[src/bootlk_regs.svh]
// Constants for the boot-lock and configuration-fuse block
`ifndef BOOTLK_REGS_SVH
`define BOOTLK_REGS_SVH

// Lock byte fields
`define BLK_LK_MEM1 0
`define BLK_LK_APP_LO 2
`define BLK_LK_APP_HI 3
`define BLK_LK_BOOT_LO 4
`define BLK_LK_BOOT_HI 5
`define BLK_LOCK_RST 8'h3f
`define BLK_LOCK_ERASE 8'h3f
`define BLK_LOCK_KEEP 8'hc0

// Extended byte fields
`define BLK_EX_RB 5
`define BLK_EX_RVA 4
`define BLK_EX_RVB 3
`define BLK_EXT_RST 8'hff

// High byte fields
`define BLK_HI_EEPROM_KEEP_ON_ERASE 3
`define BLK_HI_BSZ_HI 2
`define BLK_HI_BSZ_LO 1
`define BLK_HI_SERIAL_PROG_ENABLE_MASK 8'h20
`define BLK_HIGH_RST 8'hdf

// Boot section start word per boot size code
`define BLK_BOOT_START_11 15'h7e00
`define BLK_BOOT_START_10 15'h7c00
`define BLK_BOOT_START_01 15'h7800
`define BLK_BOOT_START_00 15'h7000

// Timing windows after arming, in cycles, and the data returned by a blocked read
`define BLK_SPM_WIN 3'h4
`define BLK_LPM_FLOOR 3'h1
`define BLK_BLOCKED_RD 8'hff

`endif

[src/bootlk_pkg.sv]
// Types shared by the boot-lock block
package bootlk_pkg;
  typedef enum logic [1:0] {
    ST_LATCH = 2'b01,
    ST_RUN = 2'b10
  } bootlk_state_t;
endpackage

[src/bootlk_stage_force.sv]
// Reset-time forcing of the power stage outputs
module bootlk_stage_force (
  input wire logic clk_sys_i,
  input wire logic rstn_i,
  input wire logic latch_i,
  input wire logic reset_behaviour_i,
  input wire logic value_a_i,
  input wire logic value_b_i,
  input wire logic poc_wr_i,
  input wire logic [2:0] port_a_i,
  input wire logic [2:0] port_b_i,
  output logic [2:0] stage_out_a_o,
  output logic [2:0] stage_out_b_o,
  output logic forced_o
);
  logic forced_r;
  logic forced_nxt;

  // A config write releases the force even if it lands on the latch cycle
  always_comb begin
    forced_nxt = forced_r;
    if (latch_i) begin
      forced_nxt = !reset_behaviour_i;
    end
    if (poc_wr_i) begin
      forced_nxt = 1'b0;
    end
  end

  always_ff @(posedge clk_sys_i) begin
    if (!rstn_i) begin
      forced_r <= 1'b0;
    end else begin
      forced_r <= forced_nxt;
    end
  end

  // Outputs follow the port unless forced; fuse 0 means high
  always_ff @(posedge clk_sys_i) begin
    if (!rstn_i) begin
      stage_out_a_o <= 3'h0;
      stage_out_b_o <= 3'h0;
    end else begin
      stage_out_a_o <= forced_nxt ? {3{!value_a_i}} : port_a_i;
      stage_out_b_o <= forced_nxt ? {3{!value_b_i}} : port_b_i;
    end
  end

  assign forced_o = forced_r;
endmodule // bootlk_stage_force

[src/bootlk_core.sv]
// Boot-lock protection, fuse store and latch, core access checking
`include "bootlk_regs.svh"

module bootlk_core (
  input wire logic clk_sys_i,
  input wire logic rstn_i,
  input wire logic core_ld_i,
  input wire logic core_st_i,
  input wire logic [14:0] core_addr_i,
  input wire logic [14:0] core_pc_i,
  input wire logic [7:0] core_st_data_i,
  input wire logic ivec_in_boot_i,
  input wire logic ctrl_wr_i,
  input wire logic ctrl_lock_set_i,
  input wire logic ctrl_store_en_i,
  input wire logic prog_erase_i,
  input wire logic prog_fuse_wr_i,
  input wire logic prog_fuse_sel_i,
  input wire logic prog_lock_wr_i,
  input wire logic [7:0] prog_data_i,
  input wire logic prog_serial_i,
  input wire logic prog_rd_i,
  input wire logic [1:0] prog_rd_sel_i,
  input wire logic poc_wr_i,
  input wire logic [2:0] port_a_i,
  input wire logic [2:0] port_b_i,
  output logic ld_done_o,
  output logic ld_ok_o,
  output logic ld_cfg_o,
  output logic [7:0] ld_data_o,
  output logic st_done_o,
  output logic st_ok_o,
  output logic irq_block_o,
  output logic [2:0] stage_out_a_o,
  output logic [2:0] stage_out_b_o,
  output logic stage_forced_o,
  output logic eeprom_erase_o,
  output logic prog_refused_o,
  output logic [7:0] prog_rdata_o,
  output logic [7:0] ext_cfg_o,
  output logic [7:0] high_cfg_o,
  output logic ready_o
);
  bootlk_pkg::bootlk_state_t state_r;
  // Nonvolatile stores: erased values once at power-up, never touched by reset
  logic [7:0] lock_r = `BLK_LOCK_RST;
  logic [7:0] ext_nv_r = `BLK_EXT_RST;
  logic [7:0] high_nv_r = `BLK_HIGH_RST;
  logic [7:0] ext_lat_r;
  logic [7:0] high_lat_r;
  logic [2:0] win_r;
  logic run;
  logic pc_boot;
  logic tgt_boot;
  logic app_lo;
  logic app_hi;
  logic boot_lo;
  logic boot_hi;
  logic st_block;
  logic ld_block;
  logic cfg_ld;
  logic lock_spm;
  logic arm;
  logic fuse_refused;
  logic [1:0] bsz;
  logic latching;
  logic [7:0] stage_fuse;

  // Word address at or above the boot start lies in the boot section
  function automatic logic in_boot(input logic [14:0] a, input logic [1:0] sz);
    logic [14:0] s;
    unique case (sz)
      2'b11: s = `BLK_BOOT_START_11;
      2'b10: s = `BLK_BOOT_START_10;
      2'b01: s = `BLK_BOOT_START_01;
      2'b00: s = `BLK_BOOT_START_00;
    endcase
    return a >= s;
  endfunction

  // Boot size comes from the latched high byte, not the live fuse
  assign bsz = {high_lat_r[`BLK_HI_BSZ_HI], high_lat_r[`BLK_HI_BSZ_LO]};
  assign run = state_r == bootlk_pkg::ST_RUN;
  assign pc_boot = in_boot(core_pc_i, bsz);
  assign tgt_boot = in_boot(core_addr_i, bsz);
  assign app_lo = lock_r[`BLK_LK_APP_LO];
  assign app_hi = lock_r[`BLK_LK_APP_HI];
  assign boot_lo = lock_r[`BLK_LK_BOOT_LO];
  assign boot_hi = lock_r[`BLK_LK_BOOT_HI];

  // Store protection keys on the low bit of each pair
  assign st_block = tgt_boot ? !boot_lo : !app_lo;

  // Cross-section load protection keys on the high bit of each pair
  always_comb begin
    if (tgt_boot) begin
      ld_block = !pc_boot && !boot_hi;
    end else begin
      ld_block = pc_boot && !app_hi;
    end
  end

  // Arming window after lock-set together with store-enable
  assign arm = ctrl_wr_i && ctrl_lock_set_i && ctrl_store_en_i && run;
  assign cfg_ld = win_r > `BLK_LPM_FLOOR;
  assign lock_spm = core_st_i && run && win_r != 3'h0;
  assign fuse_refused = !lock_r[`BLK_LK_MEM1];

  // Latch after each reset: one cycle copying the fuses, then run
  always_ff @(posedge clk_sys_i) begin
    if (!rstn_i) begin
      state_r <= bootlk_pkg::ST_LATCH;
    end else begin
      unique case (state_r)
        bootlk_pkg::ST_LATCH: state_r <= bootlk_pkg::ST_RUN;
        bootlk_pkg::ST_RUN: state_r <= bootlk_pkg::ST_RUN;
        default: state_r <= bootlk_pkg::ST_LATCH;
      endcase
    end
  end

  // Later fuse writes do not reach the latched copies until the next reset
  always_ff @(posedge clk_sys_i) begin
    if (!rstn_i) begin
      ext_lat_r <= `BLK_EXT_RST;
      high_lat_r <= `BLK_HIGH_RST;
    end else if (state_r == bootlk_pkg::ST_LATCH) begin
      ext_lat_r <= ext_nv_r;
      high_lat_r <= high_nv_r;
    end
  end

  // Window counter; any other control write or a store uses it up
  always_ff @(posedge clk_sys_i) begin
    if (!rstn_i) begin
      win_r <= 3'h0;
    end else if (arm) begin
      win_r <= `BLK_SPM_WIN;
    end else if (ctrl_wr_i || lock_spm) begin
      win_r <= 3'h0;
    end else if (win_r != 3'h0) begin
      win_r <= win_r - 3'h1;
    end
  end

  // Lock bits only move towards programmed except on chip erase; reset must not unlock
  always_ff @(posedge clk_sys_i) begin
    if (prog_erase_i) begin
      lock_r <= lock_r | `BLK_LOCK_ERASE;
    end else if (prog_lock_wr_i) begin
      lock_r <= lock_r & prog_data_i;
    end else if (lock_spm) begin
      lock_r <= lock_r & (core_st_data_i | `BLK_LOCK_KEEP);
    end
  end

  // Fuse store; erase and reset are ignored here so fuses survive both
  always_ff @(posedge clk_sys_i) begin
    if (prog_fuse_wr_i && !fuse_refused && !prog_erase_i) begin
      if (!prog_fuse_sel_i) begin
        ext_nv_r <= prog_data_i;
      end else if (prog_serial_i) begin
        high_nv_r <= (prog_data_i & ~`BLK_HI_SERIAL_PROG_ENABLE_MASK)
                   | (high_nv_r & `BLK_HI_SERIAL_PROG_ENABLE_MASK);
      end else begin
        high_nv_r <= prog_data_i;
      end
    end
  end

  // Programming-side status; the eeprom keep fuse acts without latching
  always_ff @(posedge clk_sys_i) begin
    if (!rstn_i) begin
      eeprom_erase_o <= 1'b0;
      prog_refused_o <= 1'b0;
    end else begin
      eeprom_erase_o <= prog_erase_i && high_nv_r[`BLK_HI_EEPROM_KEEP_ON_ERASE];
      prog_refused_o <= prog_fuse_wr_i && fuse_refused;
    end
  end

  // Programming read-back returns raw bits, 0 meaning programmed, except that serial reads of the high byte show bit 5 as 1
  always_ff @(posedge clk_sys_i) begin
    if (!rstn_i) begin
      prog_rdata_o <= 8'h00;
    end else if (prog_rd_i) begin
      unique case (prog_rd_sel_i)
        2'b00: prog_rdata_o <= lock_r;
        2'b01: prog_rdata_o <= ext_nv_r;
        2'b10, 2'b11: prog_rdata_o <= prog_serial_i ?
          (high_nv_r | `BLK_HI_SERIAL_PROG_ENABLE_MASK) : high_nv_r;
      endcase
    end
  end

  // Load answer one cycle after the request; never stalls the core
  always_ff @(posedge clk_sys_i) begin
    if (!rstn_i) begin
      ld_done_o <= 1'b0;
      ld_ok_o <= 1'b0;
      ld_cfg_o <= 1'b0;
      ld_data_o <= 8'h00;
    end else begin
      ld_done_o <= core_ld_i;
      ld_cfg_o <= 1'b0;
      ld_ok_o <= 1'b0;
      ld_data_o <= `BLK_BLOCKED_RD;
      if (core_ld_i && run && cfg_ld && !ctrl_wr_i) begin
        ld_cfg_o <= 1'b1;
        ld_ok_o <= 1'b1;
        if (!core_addr_i[0]) begin
          ld_data_o <= lock_r;
        end else begin
          ld_data_o <= core_addr_i[1] ? high_lat_r : ext_lat_r;
        end
      end else if (core_ld_i && run) begin
        ld_ok_o <= !ld_block;
      end
    end
  end

  // Store answer; a lock-set store is always taken
  always_ff @(posedge clk_sys_i) begin
    if (!rstn_i) begin
      st_done_o <= 1'b0;
      st_ok_o <= 1'b0;
    end else begin
      st_done_o <= core_st_i;
      st_ok_o <= core_st_i && run && (lock_spm || !st_block);
    end
  end

  // Interrupt masking while running from the section that cannot reach vectors
  always_ff @(posedge clk_sys_i) begin
    if (!rstn_i) begin
      irq_block_o <= 1'b0;
    end else begin
      irq_block_o <= (!app_hi && ivec_in_boot_i && !pc_boot)
                   || (!boot_hi && !ivec_in_boot_i && pc_boot);
    end
  end

  always_ff @(posedge clk_sys_i) begin
    if (!rstn_i) begin
      ready_o <= 1'b0;
    end else begin
      ready_o <= state_r == bootlk_pkg::ST_LATCH || run;
    end
  end

  // Forced levels come from the store on the latch cycle and from the latched copy after,
  // so a later fuse write cannot move a forced output
  assign latching = state_r == bootlk_pkg::ST_LATCH;
  assign stage_fuse = latching ? ext_nv_r : ext_lat_r;

  assign ext_cfg_o = ext_lat_r;
  assign high_cfg_o = high_lat_r;

  bootlk_stage_force u_stage (
    .clk_sys_i(clk_sys_i),
    .rstn_i(rstn_i),
    .latch_i(latching),
    .reset_behaviour_i(stage_fuse[`BLK_EX_RB]),
    .value_a_i(stage_fuse[`BLK_EX_RVA]),
    .value_b_i(stage_fuse[`BLK_EX_RVB]),
    .poc_wr_i(poc_wr_i),
    .port_a_i(port_a_i),
    .port_b_i(port_b_i),
    .stage_out_a_o(stage_out_a_o),
    .stage_out_b_o(stage_out_b_o),
    .forced_o(stage_forced_o)
  );
endmodule // bootlk_core

[config.mk]
export PLATFORM = sky130hd
export DESIGN_NAME = bootlk_core
export DESIGN_NICKNAME = d
export VERILOG_FILES = /design/src/bootlk_pkg.sv /design/src/bootlk_stage_force.sv /design/src/bootlk_core.sv
export VERILOG_INCLUDE_DIRS = /design/src /design/src/src
export SDC_FILE = /design/constraint.sdc
export NUM_CORES = 1
export LEC_CHECK = 0
export ABC_AREA = 1
export BUFFER_PORTS_ARGS = -buffer_cell sky130_fd_sc_hd__buf_4
export CORE_ASPECT_RATIO = 1.1
export CORE_MARGIN = 2
export CORE_UTILIZATION = 53
export DETAILED_ROUTE_END_ITERATION = 10
export PLACE_DENSITY = 0.95
export SLEW_MARGIN = 20
export SYNTH_ARGS = -nofsm -noshare
export SYNTH_HDL_FRONTEND = slang
export SYNTH_SLANG_ARGS = --single-unit
[constraint.sdc]
create_clock -name clk_sys_i -period 2.1 [get_ports clk_sys_i]
set_input_delay 0.525 -clock clk_sys_i [delete_from_list [all_inputs] [get_ports clk_sys_i]]
set_output_delay 0.525 -clock clk_sys_i [all_outputs]
set_load 0.05 [all_outputs]
### After elaboration in Yosys (flattened, before gate mapping)

Index checks and enable logic that the tools add are counted.

* register bits: 77
* bits in latches: 0
* RAM bits: 0
* bits in read-only memories: 0
* bits of input ports: 69
* output and inout port bits: 48
* logic and storage cells: 113
* memories kept: 0

* add/sub/neg operators: 1
* multipliers: 0
* divide/modulo/power cells: 0
* $lt $le $gt $ge: 3
* equal/unequal tests: 8
* shifts and indexed selects: 0
* muxes and demuxes: 23
* bitwise operators: 6
* reduce and logical (&&, ||, !) cells: 48

Operator list (number)
* $pmux W15 S4: 1
* $mux W8: 6
* $ge A15 B15 Y1: 2
* $pmux W8 S3: 1
* $logic_and A1 B1 Y1: 19
* $and A8 B8 Y8: 2
* $mux W3: 5
* $logic_not A1 Y1: 14
* $mux W6: 2
* $eq A2 B2 Y1 const B: 5
* $or A8 B6 Y8: 1
* $mux W1: 7
* $eq A2 B1 Y1 const B: 3
* $reduce_and A2 Y1: 3
* $reduce_bool A3 Y1: 2
* $logic_not A2 Y1: 2
* $logic_or A1 B1 Y1: 4
* $reduce_or A2 Y1: 2
* $gt A3 B1 Y1 const B: 1
* $not A1 Y1: 3
* $reduce_or A3 Y1: 1
* $sub A3 B1 Y3 const B: 1
* $mux W2: 1
* $reduce_bool A2 Y1: 1

### Longest topological paths before layout

Gate-level depths: netlist (run 1).

* word-level depth: 9
* mapped depth: 12
* depth with buffers taken out: 12

### Modules after synthesis

Synthesis (run 1) repeated with hierarchy kept, for this count alone.

* cells, all modules: 408
* area total of the unflattened synthesis: 3324.4 um^2

By module, submodules not included
* bootlk_core: times used 1, cells an instance 377, area each 3072.9 um^2, sequential area each 1561.5 um^2
* bootlk_stage_force: times used 1, cells an instance 31, area each 251.5 um^2, sequential area each 140.1 um^2

### Worst setup path before layout (run 1)

No wires, ideal clock.

* path kind: register to register
* from: reg high_lat_r[2] (netlist: high_cfg_o[2])
* to: reg ld_ok_o
* setup time: 0.113 ns
* arrival time: 1.712 ns
* required time: 1.987 ns
* setup slack: 0.274 ns
* stages on the path, launching flop included: 12
* path buffers: 0
* clock period less this slack: 1.826 ns
* path through: dfxtp_1 > inv_2 > ha_1 > inv_1 > nor3b_1 > nand3_1 > nand2_1 > nand2_2 > nor2_2 > nand2_1 > nand3_1 > nand2_1

* cells in the longest elaborated chain, start to end: 9
* elaborated cells on any way between the ends: 14
* those cells by class: order compare: 2; eq/ne: 3; mux: 4; reduce/logical: 5

RTL lines
* start, declared: line bootlk_core.sv:50 `logic [7:0] high_lat_r;`
* start signal, assigned: line bootlk_core.sv:126 `` high_lat_r <= `BLK_HIGH_RST; ``
* start signal, assigned: line bootlk_core.sv:129 `high_lat_r <= high_nv_r;`
* $eq A2 B1 Y1 (tied with other cells): line bootlk_core.sv:72 `unique case (sz)`
* $pmux W15 S4 *: line bootlk_core.sv:72
* $ge A15 B15 Y1: line bootlk_core.sv:78 `return a >= s;`
* $logic_not A1 Y1: line bootlk_core.sv:97 `ld_block = !pc_boot && !boot_hi;`
* $logic_and A1 B1 Y1: line bootlk_core.sv:97
* $mux W1 *: line bootlk_core.sv:96 `if (tgt_boot) begin`
* $logic_not A1 Y1 *: line bootlk_core.sv:217 `ld_ok_o <= !ld_block;`
* $mux W1 *: line bootlk_core.sv:216 `end else if (core_ld_i && run) begin`
* $mux W1 *: line bootlk_core.sv:208 `if (core_ld_i && run && cfg_ld && !ctrl_wr_i) begin`
* end signal, assigned: line bootlk_core.sv:217
* end, declared: line bootlk_core.sv:28 `output logic ld_ok_o,`

Every way passes the cells marked *; elsewhere a longest branch is shown, timed or not. The select of a mux whose other input is x is not followed.
A chain may end at the register's enable or synchronous reset.

### Worst setup path after layout (run 1)

* from: reg high_lat_r[2] (netlist: high_cfg_o[2])
* to: reg st_ok_o

* cells in the longest elaborated chain, start to end: 7
* elaborated cells on any way between the ends: 10
* those cells by class: order compare: 1; eq/ne: 3; mux: 2; reduce/logical: 4

RTL lines
* $eq A2 B1 Y1 (tied with other cells): line bootlk_core.sv:72
* $pmux W15 S4 *: line bootlk_core.sv:72
* $ge A15 B15 Y1 *: line bootlk_core.sv:78
* $mux W1 *: line bootlk_core.sv:92 `assign st_block = tgt_boot ? !boot_lo : !app_lo;`
* $logic_not A1 Y1 *: line bootlk_core.sv:229 `st_ok_o <= core_st_i && run && (lock_spm || !st_block);`
* $logic_or A1 B1 Y1 *: line bootlk_core.sv:229
* $logic_and A1 B1 Y1 *: line bootlk_core.sv:229
* end signal, assigned: line bootlk_core.sv:229
* end, declared: line bootlk_core.sv:32 `output logic st_ok_o,`

Marked as above.

==> results of run 1 <==
==> worst paths after layout <==
path / slack [ns] / endpoint
worst max-delay path: 0.44 / st_ok_o
worst min register to register: 0.48 / win_r[1]
worst min-delay path: 0.37 / ext_nv_r[2]
worst max register to register: 0.44 / st_ok_o
==> layout by cell type (no fill, tap or decap) <==
cell type,instances
a21boi_0,1
a21oi_1,22
a31oi_1,8
a41oi_1,1
and3_1,1
buf_4,120
bufinv_16,2
clkbuf_8,9
clkinv_1,5
clkinv_2,2
dfxtp_1,58
edfxtp_1,18
ha_1,9
inv_1,44
inv_2,1
nand2_1,81
nand2_2,2
nand3_1,15
nand4_1,5
nor2_1,39
nor2_2,2
nor3_1,9
nor3_2,1
nor3b_1,1
o2111ai_1,2
o211ai_1,11
o21ai_0,30
o21bai_1,1
o221ai_1,1
o22ai_1,2
xor2_1,1
==> registers in the layout, indices dropped and copies added, names as in the netlist, 2 cells and up <==
| signal | flops |
|---|---|
| high_cfg_o | 8 |
| high_nv_r | 8 |
| u_stage.stage_out_a_o | 3 |
| state_r | 2 |
| win_r | 3 |
| lock_r | 8 |
| u_stage.stage_out_b_o | 3 |
| ld_data_o | 8 |
| ext_cfg_o | 8 |
| ext_nv_r | 8 |
| prog_rdata_o | 8 |
==> power breakdown <==
group	internal (uW)	switching (uW)
Combinational	555	1230
Clock	653	520
Sequential	1720	157
Total	2920	1910
==> layout make-up <==
cell class,count,area [sq um],share of cell area
repair buffers,120,900.9,0.2091
inverters,47,176.4,0.04095
well taps,77,96.34,0.02236
flip-flops and latches,76,1702,0.3950
clock buffers,9,123.9,0.02875
multi-input cells,245,1227,0.2849
clock inverters,7,81.33,0.01888
==> cell usage after synthesis <==
| master | number | area, sq um |
|---|---|---|
| a21boi_0 | 1 | 7.510 |
| a21oi_1 | 22 | 110.1 |
| a31oi_1 | 8 | 50.05 |
| a41oi_1 | 1 | 8.760 |
| and3_1 | 1 | 6.260 |
| buf_2 | 4 | 20.02 |
| clkbuf_1 | 5 | 18.77 |
| clkbuf_2 | 2 | 10.01 |
| clkinv_1 | 2 | 7.510 |
| dfxtp_1 | 58 | 1161 |
| edfxtp_1 | 18 | 540.5 |
| ha_1 | 9 | 112.6 |
| inv_1 | 44 | 165.2 |
| inv_2 | 1 | 3.750 |
| nand2_1 | 81 | 304.0 |
| nand2_2 | 2 | 12.51 |
| nand3_1 | 15 | 75.07 |
| nand4_1 | 5 | 31.28 |
| nor2_1 | 39 | 146.4 |
| nor2_2 | 2 | 12.51 |
| nor3_1 | 9 | 45.04 |
| nor3_2 | 1 | 10.01 |
| nor3b_1 | 1 | 7.510 |
| o2111ai_1 | 2 | 17.52 |
| o211ai_1 | 11 | 82.58 |
| o21ai_0 | 30 | 150.1 |
| o21bai_1 | 1 | 7.510 |
| o221ai_1 | 1 | 8.760 |
| o22ai_1 | 2 | 12.51 |
| xor2_1 | 1 | 8.760 |
==> cells by family (layout without fill, tap and decap cells) <==
logic type,count (synthesis),count (layout),synth area share
adder cells (fa/ha/maj),9,9,0.03570
buffers and inverters,58,183,0.07140
AO/OA/AOI/OAI,79,79,0.1444
AND/OR/NAND/NOR,156,156,0.2063
flip-flops,76,76,0.5395
XOR/XNOR,1,1,0.002777
==> per-layer routing <==
layer  routed length [um]  GRT usage  up-vias
li1                     -          -     1500
met1                 3211     0.2796     1442
met2                 4375     0.4711      153
met3                  612    0.05532       13
met4                  131     0.1218        0
met5                    0          0        -
==> stage by stage <==
step                  util  cells  hold WS [ns]
global route        0.7467    581        0.3653
detailed placement  0.7111    565        0.4651
finish              0.7467    581        0.3676
CTS                 0.7467    581        0.3596
global placement    0.7111    565        0.4670
floorplan                -    379        0.4344
==> results.md, run 1 <==
* Result of the run: finished, final reports clean
* Number of slew-limit violations in the final report at 0
* Core Box Area at 0.005769 sq mm
* Number of buffers added by the clock tree synthesis step at 9
* I/O pin total at 117
* CP Launch Type: register
* Router iterations before antenna repair at 6
* Nets@finish at 577
* HP Class: in -> reg
* Worst path slowest cell: dfxtp_1
* Average wire per standard cell at 14.34 um
* Final-layout fill cell count at 397
* Worst slew margin at 0.6209
* Pleak at 0.002085 uW
* Final instance area at 0.004308 sq mm
* Port bufs at 114
* Worst slack at placement at 0.2683 ns
* Fraction of the cycle the final worst path needs at 0.7924
* Proportion of layout cells with a drive suffix above 1 at 0.2758
* Postcts setup bufs at 0
* Placement Cell Area at 0.004103 sq mm
* Starting density of the core at 0.5467
* Die area at 0.006585 sq mm
* Worst Clk Skew at 0.008650 ns
* Vertical die dimension at 84.91 um
* Highest Clock Rate at 0.6009 GHz
* Synthesized netlist cell count at 379
* Worst slew pin tran at 0.5656 ns
* Data arrival time of the worst path at 1.93 ns
* Cts repair resizes at 0
* Buffering stage count on the worst path with inverters included at 2
* Largest voltage drop on the vdd net at 0.7304 mV
* Die width at 77.56 um
* Syn avg cell area at 8.323 sq um
* Reg2Reg Depth at 12
* Number of rows in the core area at 29
* Worst path setup slack after routing at 0.4360 ns
* Flop and latch count out of synthesis at 76
* Number of distinct library cell variants in the gate-level netlist after synthesis at 30
* TritonCTS clock tree: built
* Required time of the critical path at 2.36 ns
* Syn Nets at 457
* Total number of vias at 3108
* Longest Clk Path Bufs at 2
* Post-route ant nets at 0
* CP delay by family, top: simple AND/OR/NAND/NOR gates
* Setup CP Type: reg -> reg
* P&R area growth vs syn at 36.57%
* Setup repair after global routing missed its margin: false
* Clock transition at path regs at 0.08 ns
* Areal power density over the cells at 1122 mW/mm^2
* Total global-route track usage at 0.2564
* Insertion delay to the later sink of the worst-skew pair at 0.35 ns
* Reg-to-Reg Start: high_cfg_o[2]
* Post-detailed-placement half-perimeter wirelength at 6347 um
* Worst setup startpoint: high_cfg_o[2]
* Largest stage delay, worst path at 0.35 ns
* Power after layout at 4833 uW
* Source of the worst hold timing path: prog_data_i[2]
* Cell occurring most often along the worst timing path: nand2_1
* Setup violators final at 0
* Avg Vias per Cell at 5.349
* Congestion Overflow GR at 0
* Mapped cell area at 0.003154 sq mm
* Crit path depth at 12
* Count of clock tree sinks at 76
* Final hold violation count at 0
* Number of antenna repair diodes at 0
* DRT Wirelength at 8330 um
* Number of DRC violations after detailed-routing iteration 0 at 168
* Final routed DRC violation total at 0
* List of cells traversed by the critical path: nand2_1 -> inv_1 -> ha_1 -> nand3_1 -> o21ai_0 -> nand2_1 -> nand2_1 -> nand2_1 -> nand2_1 -> nand3_1 -> nand2_1 -> inv_1
* Shortest period the worst path allows at 1.664 ns
* Hold path cells at 1
* Summed negative setup slack over all endpoints at 0 ns
* Share of synthesized area occupied by flip-flops and latches at 0.5395
* Vias in the first global route at 2920
* Initial antenna violation count at 0
* Setup crit end kind: register
* Max Cap Violations at 0
* H-tree levels at 3
* Routability congestion estimate from global placement at 0.8774
* Number of warning messages in the yosys log at 0
* Maximum fanout along the worst path at 5
* Clock Tree Root: clkbuf_8
* Largest net degree at the start of global routing at 25
* Global-route wire length before repair at 13230 um
* Hold Buf Count CTS at 0
Power figures use the tool's default switching activity.
==> inputs of run 2 (changes only) <==
Settings changed: CORE_UTILIZATION 53 to 44, PLACE_DENSITY 0.95 to 0.86.
Clock period 2.1 ns to 1.5 ns, I/O delays scaled along.
==> run 2 against run 1 <==
  * The run now ends with negative setup slack left
  * Sequential share of layout area down 1.2 points
  * Clock-buffer cell count grew 2
  * Via count fell by 1.9%
  * Die area increased by 19%
  * Sequential power grew 41%
  * Worst setup slack got worse by 0.45 ns
  * Clock power is 56% higher
  * Sequential cell count stayed put
  * Clock skew about the same
  * Critical endpoint is now ld_ok_o
  * Largest cell class unchanged
  * Highest routed layer unchanged
==> results.md, run 2 (same netlist as run 1, synthesis figures left out) <==
* Maximum fanout along the worst path at 3
* Total global-route track usage at 0.2239
* Die width at 84.73 um
* Clock Tree Root: clkbuf_8
* Nets@finish at 585
* Final-layout fill cell count at 601
* Pleak at 0.002138 uW
* Total number of vias at 3050
* Most used cells in the layout excluding fill and tap cells: 127 x buf_4, 79 x nand2_1, 55 x dfxtp_1
* HP Class: in -> reg
* Vias in the first global route at 2899
* Router iterations before antenna repair at 4
* Number of buffers added by the clock tree synthesis step at 9
* Reg2Reg Depth at 10
* Setup CP Type: reg -> reg
* Number of rows in the core area at 32
* Net load switching power at 2710 uW
* Hold path cells at 1
* Hold Buf Count CTS at 0
* Avg Vias per Cell at 5.109
* Proportion of total power due to net switching at 0.3817
* Max Cap Violations at 0
* Largest voltage drop on the vdd net at 0.9695 mV
* Starting density of the core at 0.4528
* Areal power density over the cells at 1591 mW/mm^2
* Reg-to-reg slack, setup at -0.01 ns
* Post-route ant nets at 0
* Insertion delay to the later sink of the worst-skew pair at 0.35 ns
* Shortest period the worst path allows at 1.512 ns
* Global-route wire length before repair at 13750 um
* Data arrival time of the worst path at 1.75 ns
* Post-detailed-placement half-perimeter wirelength at 6582 um
* Proportion of layout cells with a drive suffix above 1 at 0.3184
* DRT Wirelength at 8471 um
* Port bufs at 114
* Die area at 0.007863 sq mm
* Result of the run: finished, violations left
* Final std cells w/o fill at 597
* Congestion Overflow GR at 0
* Violations in the final reports: negative setup slack
* Vertical die dimension at 92.80 um
* Fraction of the cycle the final worst path needs at 1.008
* Core Box Area at 0.006967 sq mm
* Clock group share of total power at 0.256
* Largest net degree at the start of global routing at 27
* Setup violators final at 1
* Terminus of the critical flop-to-flop path: ld_ok_o
* Worst hold margin at 0.2162 ns
* Internal power of the cells at 4390 uW
* Initial antenna violation count at 0
* Setup repair after global routing missed its margin: true
* Worst slew margin at 0.7535
* I/O pin total at 117
* Worst path setup slack after routing at -0.01244 ns
* Final hold violation count at 0
* Longest Clk Path Bufs at 2
* Number of DRC violations after detailed-routing iteration 0 at 145
* Routability congestion estimate from global placement at 0.9118
* Highest Clock Rate at 0.6612 GHz
* Share of the core filled with cells at 0.6404
* TritonCTS clock tree: built
* Clock transition at path regs at 0.08 ns
* Source of the worst hold timing path: prog_data_i[5]
* Combinational group share of total power at 0.372
* Sequential cell fraction of total power at 0.371
* CP Launch Type: register
* Setup crit end kind: register
* Average wire per standard cell at 14.19 um
* End point of the worst hold path: ext_nv_r[5]
* P&R area growth vs syn at 41.45%
* Worst Clk Skew at 0.009051 ns
* Required time of the critical path at 1.74 ns
* Final routed DRC violation total at 0
* Count of clock tree sinks at 76
* Reg-to-Reg Start: high_cfg_o[2]
* Worst slew pin tran at 0.3694 ns
* Number of slew-limit violations in the final report at 0
* H-tree levels at 3
* Placed Cells at 580
* Number of antenna repair diodes at 0
* Leading cell type in the layout, fill and taps excluded: buf_4
-- run 2: cell count changes in the layout (fill, tap and decap cells not counted), sizes merged --
cell,before,now
buf,120,128
bufinv,2,3
clkbuf,9,11
clkinv,7,4
-- run 2: final cells by class --
cell class | count | area, sq um | area share
sequential | 76 | 1710 | 0.3833
multi-input combinational | 245 | 1270 | 0.2846
timing repair buffer | 128 | 964.7 | 0.2162
inverter | 47 | 178.9 | 0.04010
clock buffer | 11 | 131.4 | 0.02944
tap | 85 | 106.4 | 0.02384
clock inverter | 5 | 100.1 | 0.02243
-- run 2: metal layers --
layer  vias to the layer above  track usage  share of wire
li1                       1515            -              -
met1                      1399       0.2597           0.40
met2                       116       0.3891           0.51
met5                         -            0              0
met4                         0       0.1111          0.029
met3                        20      0.04724          0.062
-- run 2: critical path, stage by stage, from the launching register on --
cell and delay, ns:
dfxtp_4 0.36, nand2_2 0.06, inv_2 0.04, ha_1 0.25, nor3b_2 0.15, nand3_1 0.07, nand2_1 0.08, a21oi_1 0.17
nand2_1 0.09, nand3_1 0.09, nand2_1 0.05
-- run 2: worst max-delay path by stage --
stage | startpoint | to | slack [ns] | depth (start not counted)
after floorplan | high_cfg_o[2] | ld_ok_o | -0.02 | 11
after global placement | core_pc_i[10] | ld_ok_o | -0.08 | 11
after detailed placement | core_pc_i[10] | ld_ok_o | -0.15 | 11
after CTS | high_cfg_o[2] | ld_ok_o | -0.03 | 11
after global routing | high_cfg_o[2] | ld_ok_o | -0.08 | 11
final | high_cfg_o[2] | ld_ok_o | -0.01 | 10
-- run 2: repair_timing --
item                                    CTS  global route
pin swaps                                 8             6
gates resized for setup                   6            12
setup buffers                             1             0
endpoints found under the setup margin    3            17
-- run 2: power groups by stage --
| stage | clock network [uW] | registers, uW | logic (uW) |
|---|---|---|---|
| final | 1820 | 2640 | 2640 |
| after global routing | 1940 | 2670 | 2840 |
| after CTS | 1840 | 2630 | 2600 |
| after detailed placement | 0 | 2670 | 2540 |
| after global placement | 0 | 2660 | 2480 |
| after floorplan | 0 | 3540 | 793 |
-- run 2: stage by stage --
stage | setup TNS [ns] | instance area, sq um | power (uW) | setup WS, ns
final | -0.01244 | 4462 | 7100 | -0.01244
after global placement | -0.09960 | 4177 | 5140 | -0.07910
after CTS | -0.02802 | 4438 | 7077 | -0.02802
after floorplan | -0.01969 | 3166 | 4335 | -0.01969
after detailed placement | -0.2859 | 4177 | 5211 | -0.1503
after global routing | -0.1789 | 4462 | 7454 | -0.07922
==> inputs of run 3 (changes only) <==
Settings changed: ABC_AREA 1 to unset, CORE_UTILIZATION 44 to 49, PLACE_DENSITY 0.86 to 0.9, SKIP_CTS_REPAIR_TIMING set to 1.
Clock period 1.5 ns to 1.6 ns, I/O delays scaled along.
==> run 3 against run 2 <==
  * The run still ends with negative setup slack left
  * Via count fell by 6.4%
  * Hold slack improved by 0.017 ns
  * Clock skew rose by 0.0017 ns
  * Cell count fell by 12%
  * Utilization rose by 8.4 points
  * Fmax fell by 22%
  * Non-clock buffer count rose by 1
  * Worst setup slack got worse by 0.34 ns
  * Area after synthesis rose by 1.2%
  * Combinational power fell by 11%
  * Total power fell by 13%
  * Largest power group unchanged
==> results.md, run 3 <==
* Largest net degree at the start of global routing at 26
* Final routed DRC violation total at 0
* Share of synthesized area occupied by flip-flops and latches at 0.5331
* Commonest cells in the synthesized netlist: 58 x dfxtp_1, 45 x nand2_1, 40 x mux2i_1
* Share of the core filled with cells at 0.7247
* Worst Clk Skew at 0.01071 ns
* Syn avg cell area at 10.04 sq um
* Worst hold margin at 0.2333 ns
* Proportion of netlist area held by the largest area contributor at 0.3638
* I/O pin total at 117
* Number of slew-limit violations in the final report at 0
* Area contributors post-synth: dfxtp_1 36%, edfxtp_1 17%, mux2i_1 13%
* Summed negative setup slack over all endpoints at -0.9206 ns
* Global-route wire length before repair at 12890 um
* Xor/xnor cell area share of the yosys netlist at 0.005488
* Final instance area at 0.004516 sq mm
* Setup CP Type: reg -> reg
* Count of clock tree sinks at 76
* Routability congestion estimate from global placement at 0.8165
* Worst slew pin tran at 0.3151 ns
* Number of warning messages in the yosys log at 0
* Data arrival time of the worst path at 2.20 ns
* Setup repair after global routing missed its margin: true
* Total number of vias at 2856
* Proportion of layout cells with a drive suffix above 1 at 0.3750
* Flop and latch count out of synthesis at 76
* Required time of the critical path at 1.85 ns
* Number of DRC violations after detailed-routing iteration 0 at 147
* Pleak at 0.002074 uW
* Most instantiated library cell after synthesis: dfxtp_1
* HP Class: in -> reg
* Core Box Area at 0.006231 sq mm
* Largest voltage drop on the vdd net at 0.6922 mV
* Most used cells in the layout excluding fill and tap cells: 127 x buf_4, 54 x dfxtp_1, 45 x nand2_1
* Max Cap Violations at 0
* Violations in the final reports: negative setup slack
* Number of antenna repair diodes at 0
* Setup violators final at 3
* Post-detailed-placement half-perimeter wirelength at 6293 um
* Main combinational cell family by area after synthesis: simple AND/OR/NAND/NOR gates
* Total global-route track usage at 0.2395
* Avg Vias per Cell at 5.409
* Final hold violation count at 0
* Placed Cells at 512
* Worst slew margin at 0.7839
* Number of buffers added by the clock tree synthesis step at 9
* DRT Wirelength at 8536 um
* Die area at 0.007176 sq mm
* Mapped cell area at 0.003192 sq mm
* Post-synthesis async set-or-reset flop share at 0
* Synthesized-area fraction occupied by and/or/nand/nor cells at 0.1552
* P&R area growth vs syn at 41.47%
* Proportion of synthesized area in mux cells at 0.1254
* Insertion delay to the later sink of the worst-skew pair at 0.35 ns
* Number of distinct library cell variants in the gate-level netlist after synthesis at 39
* Number of rows in the core area at 30
* Largest area contributor in the synthesized netlist: dfxtp_1
* Clock Tree Root: clkbuf_8
* Syn Nets at 396
* Average wire per standard cell at 16.17 um
* Post-synthesis share of cell area spent on full adders, half adders and majority gates at 0.03528
* Initial antenna violation count at 0
* CP Launch Type: register
* Maximum fanout along the worst path at 2
* Longest Clk Path Bufs at 2
* Starting density of the core at 0.5122
* Congestion Overflow GR at 0
* Count of flip-flops with a built-in enable after synthesis at 18
* Synth Area in Compound Gates at 0.1105
* Result of the run: finished, violations left
* Clock transition at path regs at 0.08 ns
* Post-route ant nets at 0
* Port bufs at 114
* TritonCTS clock tree: built
* Highest Clock Rate at 0.5128 GHz
* Areal power density over the cells at 1362 mW/mm^2
* Die width at 80.95 um
* H-tree levels at 3
* Nets@finish at 521
* Final std cells w/o fill at 528
* Flip-flop cell with the highest count after synthesis: dfxtp_1
* Fraction of the cycle the final worst path needs at 1.219
* Vertical die dimension at 88.65 um
* Vias in the first global route at 2738
* Worst path setup slack after routing at -0.3501 ns
* Leading cell type in the layout, fill and taps excluded: buf_4
* Setup crit end kind: register
* Router iterations before antenna repair at 4
* Placement Cell Area at 0.004235 sq mm
* Synthesized netlist cell count at 318
* Shortest period the worst path allows at 1.950 ns
## run 3: changes by cell type after synthesis, moves of 10 or more
cell,delta
mux2i_1,+40
nor2_1,-17
inv_1,-33
nand3_1,-10
nand2_1,-36
## run 3: cells by family after synthesis
kind of cell / Yosys count
AOI/OAI and AO/OA: 61
xor gates and xnor gates: 2
adders and majority gates: 9
buffers and inverters: 27
DFF: 76
muxes: 40
and+or+nand+nor: 103
## run 3: layout make-up
type,count,area (sq um)
Fill cell,452,1715
Sequential cell,76,1712
Multi-Input combinational cell,215,1489
Timing Repair Buffer,129,975.9
Clock buffer,10,127.6
Tap cell,80,100.1
Clock inverter,6,63.81
Inverter,12,47.55
## run 3: final timing paths
kind,start,endpoint,slack [ns],cells after the start
setup reg to reg,high_cfg_o[1],ld_ok_o,-0.35,7
hold / removal,prog_data_i[6],high_nv_r[6],0.23,1
hold reg to reg,ext_nv_r[1],ext_cfg_o[1],0.49,2
setup / recovery,high_cfg_o[1],ld_ok_o,-0.35,7
## run 3: worst max-delay path, stage by stage (launching register included)
cell     delay (ns)
dfxtp_4        0.34
and2_4         0.16
ha_4           0.25
nor2b_1        0.12
nand4_1        0.09
o211a_1        0.25
or4_4          0.42
a31o_1         0.22
## run 3: power by group
| part | switching, uW | leakage [uW] | internal, uW |
|---|---|---|---|
| Clock | 715 | 0.000101 | 722 |
| Combinational | 1420 | 0.00133 | 921 |
| Sequential | 166 | 0.000647 | 2210 |
| Total | 2300 | 0.00207 | 3850 |
## run 3: per-stage QoR
stage	power (uW)	worst slack, ns
finish	6151	-0.3501
global route	6424	-0.4281
CTS	6029	-0.3969
detailed placement	4605	-0.4251
global placement	4538	-0.3637
floorplan	3861	-0.4137
## run 3: routing by layer
layer,part of all wire,GRT usage,vias to the layer above
li1,-,-,1359
met1,0.38,0.2894,1337
met2,0.51,0.4080,141
met3,0.078,0.04388,19
met4,0.029,0.1233,0
met5,0,0,-
